[config.mk]
export PLATFORM = sky130hd
export DESIGN_NAME = pgs_top
export DESIGN_NICKNAME = d
export VERILOG_FILES = /design/src/rtl/pgs_pkg.sv /design/src/rtl/pgs_gob_if.sv /design/src/rtl/pgs_gobbler.sv /design/src/rtl/pgs_top.sv
export SDC_FILE = /design/constraint.sdc
export NUM_CORES = 1
export LEC_CHECK = 0
export BUFFER_PORTS_ARGS = -buffer_cell sky130_fd_sc_hd__buf_2
export CAP_MARGIN = 10
export CORE_MARGIN = 2
export CORE_UTILIZATION = 45
export CTS_CLUSTER_DIAMETER = 200
export CTS_CLUSTER_SIZE = 10
export DETAILED_ROUTE_END_ITERATION = 8
export PLACE_DENSITY = 0.62
export REMOVE_ABC_BUFFERS = 1
export SETUP_SLACK_MARGIN = 0.5
export SYNTH_ARGS = -nofsm -noshare
export SYNTH_HDL_FRONTEND = slang
export SYNTH_SLANG_ARGS = --single-unit
[constraint.sdc]
create_clock -name clk_sys_in -period 7.1 [get_ports clk_sys_in]
set_input_delay 0.71 -clock clk_sys_in [delete_from_list [all_inputs] [get_ports clk_sys_in]]
set_output_delay 0.71 -clock clk_sys_in [all_outputs]
set_load 0.1 [all_outputs]
[src/rtl/pgs_pkg.sv]
package pgs_pkg;
	localparam int DATA_W = 8;
	localparam int ADDR_W = 3;

	// register offsets
	localparam logic [ADDR_W-1:0] REG_CTRL = 3'h0;
	localparam logic [ADDR_W-1:0] REG_XTAL = 3'h1;
	localparam logic [ADDR_W-1:0] REG_OSC = 3'h2;
	localparam logic [ADDR_W-1:0] REG_PDIV = 3'h3;
	localparam logic [ADDR_W-1:0] REG_FDIV = 3'h4;
	localparam logic [ADDR_W-1:0] REG_STATUS = 3'h5;

	// control register fields
	localparam int CTRL_GOBBLE = 0;
	localparam int CTRL_FBK_SRC = 1;
	localparam int CTRL_STAT_LO = 2;
	localparam int CTRL_STAT_HI = 3;
	localparam int CTRL_SE_EN = 4;

	// crystal register fields
	localparam int XTAL_COARSE_LSB = 0;
	localparam int XTAL_COARSE_W = 4;
	localparam int XTAL_PUMP_OFF = 4;
	localparam int XTAL_FINE_EN = 5;

	localparam int OSC_CTL_W = 3;
	localparam logic [OSC_CTL_W-1:0] OSC_SHUTDOWN_CODE = 3'h1;

	// status register fields
	localparam int STS_LOCK = 0;
	localparam int STS_RANGE = 1;
	localparam int STS_PHASE = 2;

	// reset values
	localparam logic [DATA_W-1:0] CTRL_RST = 8'h00;
	localparam logic [DATA_W-1:0] XTAL_RST = 8'h00;
	localparam logic [DATA_W-1:0] OSC_RST = 8'h00;
	localparam logic [DATA_W-1:0] PDIV_RST = 8'h02;
	localparam logic [DATA_W-1:0] FDIV_RST = 8'h04;

	localparam logic [DATA_W-1:0] ONE = 8'h01;

	typedef enum logic [1:0] {
		STAT_LOCK = 2'h0,
		STAT_RANGE = 2'h1,
		STAT_PHASE = 2'h2,
		STAT_FBK_MON = 2'h3
	} pgs_stat_t;
endpackage

[src/rtl/pgs_gob_if.sv]
`timescale 1ns/10ps
`default_nettype none
interface pgs_gob_if;
	logic step;
	logic vco_en;

	modport ctl (output step, input vco_en);
	modport gob (input step, output vco_en);
endinterface
`default_nettype wire

[src/rtl/pgs_gobbler.sv]
`timescale 1ns/10ps
`default_nettype none
module pgs_gobbler
	import pgs_pkg::*;
(
	input wire logic clk_sys_in, // vco rate clock
	input wire logic nrst_in, // async reset, active low
	pgs_gob_if.gob gob // step request in, gated enable out
);
	logic sync1_r;
	logic sync2_r;
	logic sync3_r;
	logic swallow_r;
	wire step_rise;

	// ****************************
	// step synchroniser and edge
	// ****************************
	assign step_rise = sync2_r & ~sync3_r;

	always_ff @(posedge clk_sys_in or negedge nrst_in) begin
		if (!nrst_in) begin
			sync1_r <= 1'b0;
			sync2_r <= 1'b0;
			sync3_r <= 1'b0;
			swallow_r <= 1'b0;
		end else begin
			sync1_r <= gob.step;
			sync2_r <= sync1_r;
			sync3_r <= sync2_r;
			swallow_r <= step_rise;
		end
	end

	// one vco pulse held back from the post divider
	assign gob.vco_en = ~swallow_r;
endmodule // pgs_gobbler
`default_nettype wire

[src/rtl/pgs_top.sv]
// The plain strobed port and the register addresses are this design's own decisions.
`timescale 1ns/10ps
`default_nettype none
module pgs_top
	import pgs_pkg::*;
(
	input wire logic clk_sys_in, // vco rate clock
	input wire logic nrst_in, // async reset, active low
	input wire logic [ADDR_W-1:0] addr_in, // register address
	input wire logic [DATA_W-1:0] wdata_in, // write data
	input wire logic wr_in, // write strobe
	input wire logic rd_in, // read strobe
	output logic [DATA_W-1:0] rdata_out, // read data, cycle after rd
	input wire logic xtal_locked_in, // crystal loop lock detector
	input wire logic xtal_range_high_in, // crystal loop above range
	input wire logic ext_src_lost_in, // external reference missing
	output logic xtal_pump_off_out, // crystal pump disable
	output logic fine_tune_en_out, // tune voltage pin enable
	output logic [XTAL_COARSE_W-1:0] coarse_load_code_out, // load cap code
	output logic osc_shutdown_out, // oscillator stop
	output logic post_clk_out, // post divider output clock
	output logic status_pin_out, // status pin level
	output logic status_pin_oe_n_out, // status pin drive, low drives
	output logic diff_out_pair_p_out, // output clock plus
	output logic diff_out_pair_n_out, // output clock minus
	output logic diff_out_pair_p_oe_n_out, // plus leg drive, low drives
	output logic diff_out_pair_n_oe_n_out // minus leg drive, low drives
);
	// ****************************
	// registers
	// ****************************
	logic [DATA_W-1:0] ctrl_r;
	logic [DATA_W-1:0] xtal_r;
	logic [DATA_W-1:0] osc_r;
	logic [DATA_W-1:0] pdiv_r;
	logic [DATA_W-1:0] fdiv_r;
	logic [DATA_W-1:0] rdata_r;
	logic [DATA_W-1:0] rdata_nxt;

	wire wr_ctrl;
	wire wr_xtal;
	wire wr_osc;
	wire wr_pdiv;
	wire wr_fdiv;

	assign wr_ctrl = wr_in && (addr_in == REG_CTRL);
	assign wr_xtal = wr_in && (addr_in == REG_XTAL);
	assign wr_osc = wr_in && (addr_in == REG_OSC);
	assign wr_pdiv = wr_in && (addr_in == REG_PDIV);
	assign wr_fdiv = wr_in && (addr_in == REG_FDIV);

	// writes land on the strobe edge itself
	always_ff @(posedge clk_sys_in or negedge nrst_in) begin
		if (!nrst_in) begin
			ctrl_r <= CTRL_RST;
			xtal_r <= XTAL_RST;
			osc_r <= OSC_RST;
			pdiv_r <= PDIV_RST;
			fdiv_r <= FDIV_RST;
		end else begin
			if (wr_ctrl) begin
				ctrl_r <= wdata_in;
			end
			if (wr_xtal) begin
				xtal_r <= wdata_in;
			end
			if (wr_osc) begin
				osc_r <= wdata_in;
			end
			if (wr_pdiv) begin
				pdiv_r <= wdata_in;
			end
			if (wr_fdiv) begin
				fdiv_r <= wdata_in;
			end
		end
	end

	// ****************************
	// field decode
	// ****************************
	wire fbk_src_sel;
	wire single_ended_out_en;
	pgs_stat_t status_sel;

	assign fbk_src_sel = ctrl_r[CTRL_FBK_SRC];
	assign single_ended_out_en = ctrl_r[CTRL_SE_EN];
	assign status_sel = pgs_stat_t'(ctrl_r[CTRL_STAT_HI:CTRL_STAT_LO]);

	// ****************************
	// gobbler
	// ****************************
	pgs_gob_if gob_if ();

	assign gob_if.step = ctrl_r[CTRL_GOBBLE];

	pgs_gobbler u_gobbler (
		.clk_sys_in(clk_sys_in),
		.nrst_in(nrst_in),
		.gob(gob_if.gob)
	);

	// ****************************
	// post divider
	// ****************************
	logic [DATA_W-1:0] pcnt_r;
	logic post_clk_r;
	wire pcnt_wrap;
	wire post_rise;
	wire [DATA_W-1:0] phalf;
	wire [DATA_W-1:0] pcnt_nxt;
	wire post_clk_nxt;
	wire pdiv_unit;

	// moduli zero and one both mean divide by one
	assign pdiv_unit = (pdiv_r <= ONE);
	assign pcnt_wrap = pdiv_unit || (pcnt_r >= pdiv_r - ONE);
	assign phalf = pdiv_r >> 1;
	assign pcnt_nxt = pcnt_wrap ? '0 : pcnt_r + ONE;
	assign post_clk_nxt = pcnt_wrap || (pcnt_r + ONE < phalf);
	// counter only advances on pulses the gobbler lets through
	assign post_rise = gob_if.vco_en && pcnt_wrap;

	always_ff @(posedge clk_sys_in or negedge nrst_in) begin
		if (!nrst_in) begin
			pcnt_r <= '0;
			post_clk_r <= 1'b0;
		end else if (gob_if.vco_en) begin
			pcnt_r <= pcnt_nxt;
			post_clk_r <= post_clk_nxt;
		end
	end

	// ****************************
	// feedback divider
	// ****************************
	logic [DATA_W-1:0] fcnt_r;
	logic fbk_clk_r;
	logic fbk_clk_d_r;
	wire fbk_tick;
	wire fcnt_wrap;
	wire [DATA_W-1:0] fhalf;
	wire [DATA_W-1:0] fcnt_nxt;
	wire fbk_clk_nxt;
	wire fdiv_unit;

	// source is every vco cycle or each post divider period
	// a source switch keeps the count, so the first period may be odd
	assign fbk_tick = fbk_src_sel ? post_rise : 1'b1;
	assign fdiv_unit = (fdiv_r <= ONE);
	assign fcnt_wrap = fdiv_unit || (fcnt_r >= fdiv_r - ONE);
	assign fhalf = fdiv_r >> 1;
	assign fcnt_nxt = fcnt_wrap ? '0 : fcnt_r + ONE;
	assign fbk_clk_nxt = fcnt_wrap || (fcnt_r + ONE < fhalf);

	always_ff @(posedge clk_sys_in or negedge nrst_in) begin
		if (!nrst_in) begin
			fcnt_r <= '0;
			fbk_clk_r <= 1'b0;
		end else if (fbk_tick) begin
			fcnt_r <= fcnt_nxt;
			fbk_clk_r <= fbk_clk_nxt;
		end
	end

	// ****************************
	// phase sampling
	// ****************************
	logic phase_flag_r;
	wire fbk_edge;

	assign fbk_edge = fbk_clk_r & ~fbk_clk_d_r;

	// each feedback rising edge samples the output clock
	always_ff @(posedge clk_sys_in or negedge nrst_in) begin
		if (!nrst_in) begin
			fbk_clk_d_r <= 1'b0;
			phase_flag_r <= 1'b0;
		end else begin
			fbk_clk_d_r <= fbk_clk_r;
			if (fbk_edge) begin
				phase_flag_r <= post_clk_r;
			end
		end
	end

	// ****************************
	// crystal loop status
	// ****************************
	logic lock_d_r;
	logic range_dir_r;
	wire lock_flag;
	wire lock_lost;

	assign lock_flag = xtal_locked_in & ~ext_src_lost_in;
	assign lock_lost = lock_d_r & ~lock_flag;

	always_ff @(posedge clk_sys_in or negedge nrst_in) begin
		if (!nrst_in) begin
			lock_d_r <= 1'b0;
			range_dir_r <= 1'b0;
		end else begin
			lock_d_r <= lock_flag;
			if (lock_lost) begin
				range_dir_r <= xtal_range_high_in;
			end
		end
	end

	// ****************************
	// status selection
	// ****************************
	logic status_r;
	logic status_nxt;
	wire flag_mode;

	always_comb begin
		status_nxt = 1'b0;
		unique case (status_sel)
			STAT_LOCK: status_nxt = lock_flag;
			STAT_RANGE: status_nxt = range_dir_r;
			STAT_PHASE: status_nxt = phase_flag_r;
			STAT_FBK_MON: status_nxt = fbk_clk_r;
		endcase
	end

	assign flag_mode = (status_sel != STAT_FBK_MON);

	always_ff @(posedge clk_sys_in or negedge nrst_in) begin
		if (!nrst_in) begin
			status_r <= 1'b0;
		end else begin
			status_r <= status_nxt;
		end
	end

	// pin released entirely unless single-ended drive is on
	assign status_pin_out = single_ended_out_en & status_r;
	assign status_pin_oe_n_out = ~single_ended_out_en;

	// ****************************
	// read path
	// ****************************
	logic [DATA_W-1:0] ctrl_rb;
	logic [DATA_W-1:0] status_rb;

	always_comb begin
		ctrl_rb = ctrl_r;
		if (flag_mode) begin
			ctrl_rb[CTRL_STAT_HI] = status_nxt;
		end
	end

	always_comb begin
		status_rb = '0;
		status_rb[STS_LOCK] = lock_flag;
		status_rb[STS_RANGE] = range_dir_r;
		status_rb[STS_PHASE] = phase_flag_r;
	end

	always_comb begin
		rdata_nxt = '0;
		if (rd_in) begin
			unique case (addr_in)
				REG_CTRL: rdata_nxt = ctrl_rb;
				REG_XTAL: rdata_nxt = xtal_r;
				REG_OSC: rdata_nxt = osc_r;
				REG_PDIV: rdata_nxt = pdiv_r;
				REG_FDIV: rdata_nxt = fdiv_r;
				REG_STATUS: rdata_nxt = status_rb;
				default: rdata_nxt = '0;
			endcase
		end
	end

	always_ff @(posedge clk_sys_in or negedge nrst_in) begin
		if (!nrst_in) begin
			rdata_r <= '0;
		end else begin
			rdata_r <= rdata_nxt;
		end
	end

	assign rdata_out = rdata_r;

	// ****************************
	// crystal oscillator controls
	// ****************************
	assign xtal_pump_off_out = xtal_r[XTAL_PUMP_OFF];
	assign fine_tune_en_out = xtal_r[XTAL_FINE_EN];
	assign coarse_load_code_out = xtal_r[XTAL_COARSE_LSB +: XTAL_COARSE_W];
	assign osc_shutdown_out = (osc_r[OSC_CTL_W-1:0] == OSC_SHUTDOWN_CODE);

	// ****************************
	// output stage
	// ****************************
	// pseudo-ECL legs only sink: driven when low, released when high
	assign post_clk_out = post_clk_r;
	assign diff_out_pair_p_out = post_clk_r;
	assign diff_out_pair_n_out = ~post_clk_r;
	assign diff_out_pair_p_oe_n_out = single_ended_out_en ? 1'b0 : post_clk_r;
	assign diff_out_pair_n_oe_n_out = single_ended_out_en ? 1'b0 : ~post_clk_r;
endmodule // pgs_top
`default_nettype wire

==> results of run 1 <==
metal layers:
| layer | vias to the layer above | share of wire |
|---|---|---|
| li1 | 1591 | - |
| met1 | 1589 | 0.48 |
| met2 | 58 | 0.47 |
| met3 | 15 | 0.031 |
| met4 | 0 | 0.020 |
| met5 | - | 0 |
worst register-to-register path, delay by kind of cell (launching register included):
kind                     cells  cell delay [ns]
AND/OR/NAND/NOR              2             0.51
multiplexers                 1             0.33
XOR/XNOR                     1             0.12
flip-flops                   1             0.47
adder cells (fa/ha/maj)      1             0.26
AO/OA/AOI/OAI                4             0.97
worst min-delay path by stage:
stage                              endpoint  cells past startpoint         startpoint  slack [ns]
after global routing      u_gobbler.sync2_r                      0  u_gobbler.sync1_r        0.38
after detailed placement  u_gobbler.sync2_r                      0  u_gobbler.sync1_r        0.34
final                     u_gobbler.sync2_r                      0  u_gobbler.sync1_r        0.36
after global placement    u_gobbler.sync2_r                      0  u_gobbler.sync1_r        0.34
after floorplan           u_gobbler.sync2_r                      0  u_gobbler.sync1_r        0.33
after CTS                 u_gobbler.sync2_r                      0  u_gobbler.sync1_r        0.36
power groups by stage:
stage          Sequential, µW  Combinational, µW  Clock [µW]
5_1_grt                   667                879         433
4_1_cts                   649                786         418
3_3_place_gp              654                764           0
3_5_place_dp              657                780           0
6_report                  650                778         406
2_1_floorplan             730                512           0
state kept, by name, summed over array words and instances, names as in the netlist, 8 cells and up:
signal / flops
fdiv_r: 8
fcnt_r: 8
rdata_out: 8
ctrl_r: 8
osc_r: 8
xtal_r: 8
pcnt_r: 8
pdiv_r: 8
through the flow:
step	utilization	instance area (µm²)	total power [µW]	hold WS (ns)
global route	0.515	4960	1980	0.380
detailed placement	0.489	4710	1440	0.343
global placement	0.489	4710	1420	0.337
finish	0.515	4960	1830	0.356
CTS	0.515	4960	1850	0.361
floorplan	-	4340	1240	0.331
layout by cell type (no fill, tap or decap), drive strengths merged, types with 3 or more instances in the layout:
cell,synthesis,routed
a21o,4,4
a21oi,16,16
a22oi,4,4
a31oi,5,5
a41o,5,5
and2,6,6
and3,3,3
buf,13,40
bufinv,0,3
clkbuf,2,11
dfrtp,73,73
ha,34,34
inv,31,33
mux2,35,35
mux2i,12,12
nand2,39,39
nand2b,5,5
nand3,11,11
nor2,32,32
nor2b,6,6
nor3,5,5
nor4,4,4
o211ai,3,3
o21ai,24,24
o22ai,5,5
xnor2,20,20
xor2,3,3
cell families (layout without fill, tap and decap cells):
kind of cell / Yosys count / count (layout) / synth area share
and+or+nand+nor: 121 / 121 / 0.139
AOI/OAI and AO/OA: 84 / 84 / 0.132
DFF: 75 / 75 / 0.425
muxes: 47 / 47 / 0.117
buffers and inverters: 46 / 87 / 0.0461
adders and majority gates: 34 / 34 / 0.0961
xor gates and xnor gates: 23 / 23 / 0.0455
final cells by class:
cell class,count,area [µm²],area share
inverter,31,116,0.0235
sequential,75,1880,0.379
clock inverter,5,108,0.0217
clock buffer,11,141,0.0285
tap,133,166,0.0336
multi-input combinational,309,2340,0.473
timing repair buffer,40,205,0.0414
==> run_results.csv, run 1 <==
group,metric,value,unit
outcome,status,"complete, no violations",
yosys,synth_seq_cells,75,
final_layout,fill_cells,942,
yosys,yosysMostFrequentCell,"dfrtp_1",
global_route,grt_max_degree,76,
place,gp_congestion,0.872,
drt,dr.pass1.iters,4,
worst_setup_path,crit_chain,"nor3_1, and3_1, xnor2_1, ha_1, a211o_1, a21oi_1, o21ai_1, a221o_4, mux2_4",
yosys,synth_top_area_frac,0.413,
worst_setup_path,cp_slowest_cell,"dfrtp_1",
worst_setup_path,crit_fanout,16,
worst_setup_path,endpoint,"fcnt_r[7]",
drt,wl,9850,µm
worst_setup_path,r2r_start,"pdiv_r[2]",
worst_setup_path,cp-startpoint,"pdiv_r[2]",
global_route,grt_pass1_vias,3155,
yosys,synthTopCellsByCount,"dfrtp_1 (73), nand2_1 (38), ha_1 (34), mux2_2 (34)",
sta,hold_violations,0,
clock_tree,clkSlewWorstSetupHoldPaths,0.08,ns
pwr,netSwitchingPower,771,µW
clock_tree,postCtsSetupBuffers,0,
drt,drtAntennaViolNets,0,
pwr,cellPowerDensity,370,mW/mm²
pwr,vdd_drop_max,0.000149,V
floorplan,start_util,0.459,
global_route,grt_antenna_before_repair,0,
clock_tree,clock_sinks,75,
sta,clock_skew,0.0133,ns
yosys,seq_area_frac_synth,0.425,
final_layout,drive_gt1_frac,0.221,
pwr,swShare,0.420,
worst_setup_path,cp_num_buf_inv,0,
pwr,intPower,1060,µW
sta,fin_ws,4.31,ns
global_route,gr-total-overflow,0,
drt,wl_per_cell,16.3,µm
global_route,use_met2,0.329,
final_layout,fin_nets,518,
clock_tree,h-tree-depth,3,
worst_setup_path,reg2reg_depth,9,
floorplan,ios,40,
yosys,synth.area.top_cells,"dfrtp_1 (41%), ha_1 (9.6%), mux2_2 (8.6%)",
final_layout,flow.area_growth_from_synthesis,12.0,%
worst_setup_path,critPathTopFamily,"compound AO/OA/AOI/OAI gates",
yosys,synth_ff_type,"dfrtp_1",
min_path,hold_path_class,"reg2reg",
sta,slew_violations,0,
floorplan,core_area,0.00964,mm²
drt,remaining_drc_errors,0,
worst_setup_path,slowest_delay,0.47,ns
place,dp_hpwl,7350,µm
floorplan,die_h,103,µm
worst_setup_path,worstSetupPathType,"reg2reg",
sta,setup_tns,0,ns
worst_setup_path,r2r-end,"fcnt_r[7]",
floorplan,dieArea,0.0106,mm²
place,port_buffers,39,
global_route,grt_pass1_wl,16400,µm
place,placed_cells,588,
yosys,ys_warn_count,0,
yosys,synth_area,0.00443,mm²
clock_tree,clock_latency,0.36,ns
sta,fmax,358,MHz
sta,setup_viol,0,
global_route,grt-busiest-layer,"met2",
worst_setup_path,crit_cells,9,
clock_tree,numCtsBuffers,9,
clock_tree,clockRootBuffer,"clkbuf_8",
pwr,p_leak,0.00235,µW
worst_setup_path,cp-start-kind,"flip-flop",
sta,layout_worst_path_cycle_share,0.393,
global_route,track_usage,0.204,
floorplan,num_rows,36,
worst_setup_path,r2r_slack,4.31,ns
worst_setup_path,worstPathArrival,3.02,ns
worst_setup_path,required,7.33,ns
yosys,synth_top_cell_by_area,"dfrtp_1",
drt,vias,3253,
pwr,combPwrFrac,0.424,
drt,vias_per_cell,5.39,
global_route,grtUsageMet3,0.0444,
yosys,synth-edff-count,0,
pwr,power_frac_seq,0.354,
worst_setup_path,worstSetupEndpointType,"flip-flop",
clock_tree,clk_path_buf_depth,2,
clock_tree,hold_buffers,0,
job,drv_cap,0,
place,pre_cts_slack,4.36,ns
clock_tree,cts_resized,0,
sta,tightest_slew,0.942,ns
final_layout,final_cells,604,
sta,rsz0062_at_grt,"false",
clock_tree,tritoncts,"done",
yosys,synth.distinct_cells,59,
sta,final_period_minus_worst_setup_slack,2.79,ns
sta,slew-limit-headroom,0.372,
floorplan,die_w,103,µm
final_layout,n_antenna_cell,0,
global_route,met1_usage,0.276,
yosys,syn-mean-instance-area,10.3,µm²
yosys,async_reset_ff_frac,1.00,
pwr,clockPowerShare,0.221,
drt,first_iter_violations,153,
yosys,synthCells,430,
No activity file was read; power rests on OpenSTA's default activity.
==> inputs of run 2 (changes only) <==
- ABC_AREA: default -> 1
- PLACE_DENSITY: 0.62 -> 0.65
- clock period: 7.1 -> 2.4 ns (I/O delays scaled with it)
==> run_results.csv, run 2 <==
group,metric,value,unit
floorplan,die_w,103,µm
yosys,synthCells,543,
clock_tree,tritoncts,"done",
clock_tree,clk_path_buf_depth,2,
yosys,post_synth_xor_area_fraction,0.0396,
min_path,hold_path_class,"in2reg",
global_route,gr-total-overflow,0,
sta,whs,0.166,ns
worst_setup_path,crit_fanout,5,
clock_tree,clock_latency,0.35,ns
clock_tree,clock_sinks,75,
worst_setup_path,cp-startpoint,"pdiv_r[1]",
sta,slew_violations,0,
worst_setup_path,cp_slowest_cell,"dfstp_2",
yosys,synth_top_area_frac,0.413,
worst_setup_path,cp_num_buf_inv,4,
yosys,synthTopCellsByCount,"nand2_1 (143), inv_1 (74), dfrtp_1 (73), nor2_1 (36), ha_1 (34)",
clock_tree,clkSlewWorstSetupHoldPaths,0.08,ns
yosys,synth_top_family_by_area,"simple AND/OR/NAND/NOR gates",
drt,vias,3736,
pwr,vdd_drop_max,0.000504,V
worst_setup_path,required,2.63,ns
sta,setup_tns,0,ns
worst_setup_path,worstSetupPathType,"reg2reg",
yosys,syn-mean-instance-area,8.14,µm²
worst_setup_path,worstPathArrival,2.51,ns
sta,layout_worst_path_cycle_share,0.950,
worst_setup_path,slowest_delay,0.56,ns
worst_setup_path,crit_chain,"inv_4, ha_4, inv_4, nor2_4, nand2_2, xor2_1, inv_1, ha_4, nand2_4, nor2_4, nand2_2, nand4_4, nand2_4, buf_6, nand3_2, nand2_1",
yosys,muxShareOfSynthArea,0,
job,drv_cap,0,
pwr,p_leak,0.00274,µW
sta,clock_skew,0.0114,ns
drt,wl_per_cell,14.4,µm
sta,final_period_minus_worst_setup_slack,2.28,ns
floorplan,dieArea,0.0106,mm²
final_layout,fin_nets,654,
drt,remaining_drc_errors,0,
yosys,seq_area_frac_synth,0.425,
place,port_buffers,39,
drt,drtAntennaViolNets,0,
sta,fmax,438,MHz
global_route,grt_pass1_vias,3530,
sta,slew-limit-headroom,0.520,
yosys,synth.distinct_cells,36,
sta,tightest_slew,0.719,ns
global_route,grt_max_degree,41,
yosys,synth.area.top_cells,"dfrtp_1 (41%), nand2_1 (12%), ha_1 (9.6%)",
final_layout,layout_common_cells,"nand2_1 (135), dfrtp_1 (73), inv_1 (68), buf_2 (38), ha_1 (32)",
clock_tree,h-tree-depth,3,
yosys,synth_compound_area_frac,0.128,
place,gp_congestion,0.879,
worst_setup_path,critPathTopFamily,"simple AND/OR/NAND/NOR gates",
sta,hold_violations,0,
sta,rsz0062_at_grt,"true",
yosys,synthAdderAreaFrac,0.0963,
final_layout,final_common_cell,"nand2_1",
floorplan,core_area,0.00964,mm²
global_route,grt_pass1_wl,17200,µm
final_layout,drive_gt1_frac,0.239,
global_route,grt_antenna_before_repair,0,
final_layout,n_antenna_cell,0,
yosys,async_reset_ff_frac,1.00,
floorplan,ios,40,
floorplan,die_h,103,µm
worst_setup_path,r2r_start,"pdiv_r[1]",
yosys,ys_warn_count,0,
yosys,synth-edff-count,0,
yosys,synth_ff_type,"dfrtp_1",
drt,dr.pass1.iters,6,
sta,setup_viol,0,
place,dp_hpwl,7770,µm
worst_setup_path,cp-start-kind,"flip-flop",
worst_setup_path,worstSetupEndpointType,"flip-flop",
global_route,track_usage,0.214,
clock_tree,clockRootBuffer,"clkbuf_8",
final_layout,flow.area_growth_from_synthesis,19.3,%
outcome,status,"complete, no violations",
drt,vias_per_cell,5.05,
yosys,synth_seq_cells,75,
clock_tree,numCtsBuffers,9,
yosys,yosysMostFrequentCell,"nand2_1",
drt,wl,10700,µm
yosys,synth_area,0.00442,mm²
floorplan,start_util,0.458,
drt,first_iter_violations,189,
yosys,synth_top_cell_by_area,"dfrtp_1",
yosys,synthSimpleGateAreaFrac,0.220,
min_path,hp-start,"xtal_range_high_in",
pwr,cellPowerDensity,1020,mW/mm²
floorplan,num_rows,36,
-- run 2: cell count changes after synthesis, sizes merged, moves of 14 or more --
cell / before / now
inv: 31 / 78
xor2: 3 / 17
nand2: 39 / 150
xnor2: 20 / 3
o21ai: 24 / 55
mux2: 35 / 0
-- run 2: cell families (layout without fill, tap and decap cells) --
family	after synthesis	after routing
buffers and inverters	92	155
xor gates and xnor gates	20	20
AOI/OAI and AO/OA	97	97
DFF	75	75
adders and majority gates	34	34
and+or+nand+nor	225	226
-- run 2: path summary, 6_finish.rpt --
kind | to | slack [ns] | depth (start not counted)
max | fcnt_r[2] | 0.12 | 16
min | range_dir_r | 0.17 | 3
max reg2reg | fcnt_r[2] | 0.12 | 16
min reg2reg | u_gobbler.sync2_r | 0.35 | 0
max in group asynchronous | pdiv_r[1] | 1.37 | 3
min in group asynchronous | fcnt_r[5] | 0.39 | 2
-- run 2: power by group --
part	internal, µW	leakage [µW]	switching (µW)
registers	1530	0.000946	292
logic	858	0.00170	1670
clock network	515	0.0000962	489
total	2910	0.00274	2450
-- run 2: worst register-to-register path, delay by kind of cell, from the launching register on --
kind / cells / cell delay, ns
adder cells (fa/ha/maj): 2 / 0.44
flip-flops: 1 / 0.56
AND/OR/NAND/NOR: 9 / 0.67
XOR/XNOR: 1 / 0.14
buffers and inverters: 4 / 0.36
-- run 2: cell type report --
type                            instances  area, µm²
Fill cell                             925       4370
Sequential cell                        75       1880
Multi-Input combinational cell        377       2340
Timing Repair Buffer                   60        382
Clock buffer                           11        141
Tap cell                              133        166
Inverter                               79        303
Clock inverter                          5       62.6
-- run 2: routing by layer --
layer	vias up	GRT usage	wire length, µm
li1	1871	-	-
met1	1738	0.303	5050
met2	103	0.325	4810
met3	24	0.0346	451
met4	0	0.0941	366
met5	-	0	0
-- run 2: through the flow --
stage | instance area, µm² | utilization | setup WS, ns | total power, µW | std cells
floorplan | 4320 | - | -1.85 | 3500 | 530
global placement | 4810 | 0.499 | 0.00732 | 4050 | 717
detailed placement | 4810 | 0.499 | -0.0931 | 4110 | 717
CTS | 5140 | 0.533 | 0.102 | 5240 | 738
global route | 5270 | 0.547 | -0.0306 | 5760 | 740
finish | 5270 | 0.547 | 0.119 | 5360 | 740
-- run 2: timing repair --
action / CTS / global route
gates cloned: 2 / 0
hold buffers: 1 / 0
resized for setup: 27 / 29
pin swaps: 17 / 19
buffers inserted: 2 / 2
endpoints found under the hold margin: 34 / 0
setup endpoints to repair: 18 / 18
==> inputs of run 3 (changes only) <==
- CTS_BUF_LIST: default -> sky130_fd_sc_hd__clkbuf_8
==> run_results.csv, run 3 (synthesis gave the netlist of run 2 again) <==
group,metric,value,unit
final_layout,n_antenna_cell,0,
drt,wl_per_cell,14.4,µm
final_layout,layout_common_cells,"nand2_1 (135), dfrtp_1 (73), inv_1 (69), buf_2 (38), ha_1 (32)",
final_layout,flow.area_growth_from_synthesis,19.3,%
sta,tightest_slew,0.720,ns
drt,first_iter_violations,178,
global_route,track_usage,0.214,
pwr,cellPowerDensity,1020,mW/mm²
global_route,met1_usage,0.304,
pwr,p_leak,0.00275,µW
final_layout,fin_nets,654,
sta,slew_violations,0,
sta,slew-limit-headroom,0.520,
sta,hold_violations,0,
floorplan,die_h,103,µm
clock_tree,tritoncts,"done",
drt,vias_per_cell,5.07,
sta,setup_viol,0,
drt,dr.pass1.iters,5,
global_route,gr-total-overflow,0,
drt,wl,10700,µm
drt,vias,3751,
clock_tree,clockRootBuffer,"clkbuf_8",
floorplan,dieArea,0.0106,mm²
floorplan,start_util,0.458,
clock_tree,clk_path_buf_depth,2,
worst_setup_path,r2r-end,"fcnt_r[2]",
place,pre_cts_slack,-0.0931,ns
global_route,grt_pass1_wl,17300,µm
drt,drtAntennaViolNets,0,
worst_setup_path,crit_fanout,5,
global_route,use_met2,0.324,
place,port_buffers,39,
sta,fin_ws,0.119,ns
worst_setup_path,r2r_start,"pdiv_r[1]",
sta,layout_worst_path_cycle_share,0.951,
global_route,grt-busiest-layer,"met2",
worst_setup_path,worstSetupPathType,"reg2reg",
worst_setup_path,required,2.63,ns
worst_setup_path,worstSetupEndpointType,"flip-flop",
job,drv_cap,0,
sta,fmax,438,MHz
floorplan,core_area,0.00964,mm²
floorplan,die_w,103,µm
place,placed_cell_area,0.00481,mm²
pwr,vdd_drop_max,0.000504,V
worst_setup_path,reg2reg_depth,16,
worst_setup_path,cp-startpoint,"pdiv_r[1]",
final_layout,final_common_cell,"nand2_1",
global_route,grt_antenna_before_repair,0,
final_layout,design_area,0.00527,mm²
floorplan,num_rows,36,
sta,final_period_minus_worst_setup_slack,2.28,ns
clock_tree,h-tree-depth,3,
place,gp_congestion,0.879,
worst_setup_path,cp-start-kind,"flip-flop",
worst_setup_path,r2r_slack,0.12,ns
final_layout,drive_gt1_frac,0.239,
clock_tree,clkSlewWorstSetupHoldPaths,0.08,ns
min_path,hold_path_class,"in2reg",
worst_setup_path,endpoint,"fcnt_r[2]",
sta,rsz0062_at_grt,"true",
drt,remaining_drc_errors,0,
sta,whs,0.166,ns
clock_tree,clock_sinks,75,
global_route,grt_pass1_vias,3531,
worst_setup_path,worstPathArrival,2.51,ns
clock_tree,numCtsBuffers,9,
place,dp_hpwl,7770,µm
sta,clock_skew,0.0119,ns
global_route,grt_max_degree,41,
outcome,status,"complete, no violations",
floorplan,ios,40,
global_route,grtUsageMet3,0.0346,
clock_tree,clock_latency,0.35,ns
## run 3: cell count changes in the layout (fill, tap and decap cells not counted)
cell	previous run	this run
clkbuf_1	1	0
inv_1	68	69
## run 3: through the flow
step / instances / total power, µW / utilization / setup TNS, ns
6_report: 740 / 5360 / 0.547 / 0
5_1_grt: 740 / 5760 / 0.547 / -0.135
4_1_cts: 738 / 5230 / 0.533 / 0
3_5_place_dp: 717 / 4110 / 0.499 / -0.656
3_3_place_gp: 717 / 4050 / 0.499 / 0
2_1_floorplan: 530 / 3500 / - / -4.36
## run 3: worst min-delay path by stage
stage | startpoint | endpoint | slack [ns] | depth (start not counted)
floorplan | nrst_in | ctrl_r[0] | -0.06 | 0
global placement | nrst_in | fcnt_r[6] | 0.23 | 1
detailed placement | nrst_in | fcnt_r[5] | 0.24 | 1
CTS | xtal_range_high_in | range_dir_r | 0.16 | 3
global route | xtal_range_high_in | range_dir_r | 0.17 | 3
finish | xtal_range_high_in | range_dir_r | 0.17 | 3
## run 3: metal layers
metal  wire length, µm  up-vias
met2              4790      111
met1              5040     1743
li1                  -     1873
met3               494       24
met5                 0        -
met4               366        0
## run 3: timing repair
action,4_1_cts,5_1_grt
buffers inserted,2,2
endpoints found under the hold margin,34,0
resized for setup,27,29
hold buffers,1,0
setup endpoints to repair,18,18
cloned,2,0
pin swaps,17,19
## run 3: layout make-up
cell class                 instances  area, µm²
fill                             925       4370
multi-input combinational        377       2340
sequential                        75       1880
timing repair buffer              60        382
inverter                          79        303
tap                              133        166
clock buffer                      10        138
clock inverter                     6       66.3
## run 3: power breakdown
part | internal, µW | leakage [µW] | switching, µW
Clock | 511 | 0.000100 | 490
Combinational | 858 | 0.00170 | 1670
Sequential | 1530 | 0.000946 | 292
## run 3: worst max-delay path, cell delays in order, from the launching register on
cell,delay (ns)
dfstp_2,0.56
inv_4,0.05
ha_4,0.16
inv_4,0.06
nor2_4,0.04
nand2_2,0.06
xor2_1,0.14
inv_1,0.08
ha_4,0.28
nand2_4,0.06
nor2_4,0.13
nand2_2,0.08
nand4_4,0.10
nand2_4,0.09
buf_6,0.17
nand3_2,0.05
nand2_1,0.06
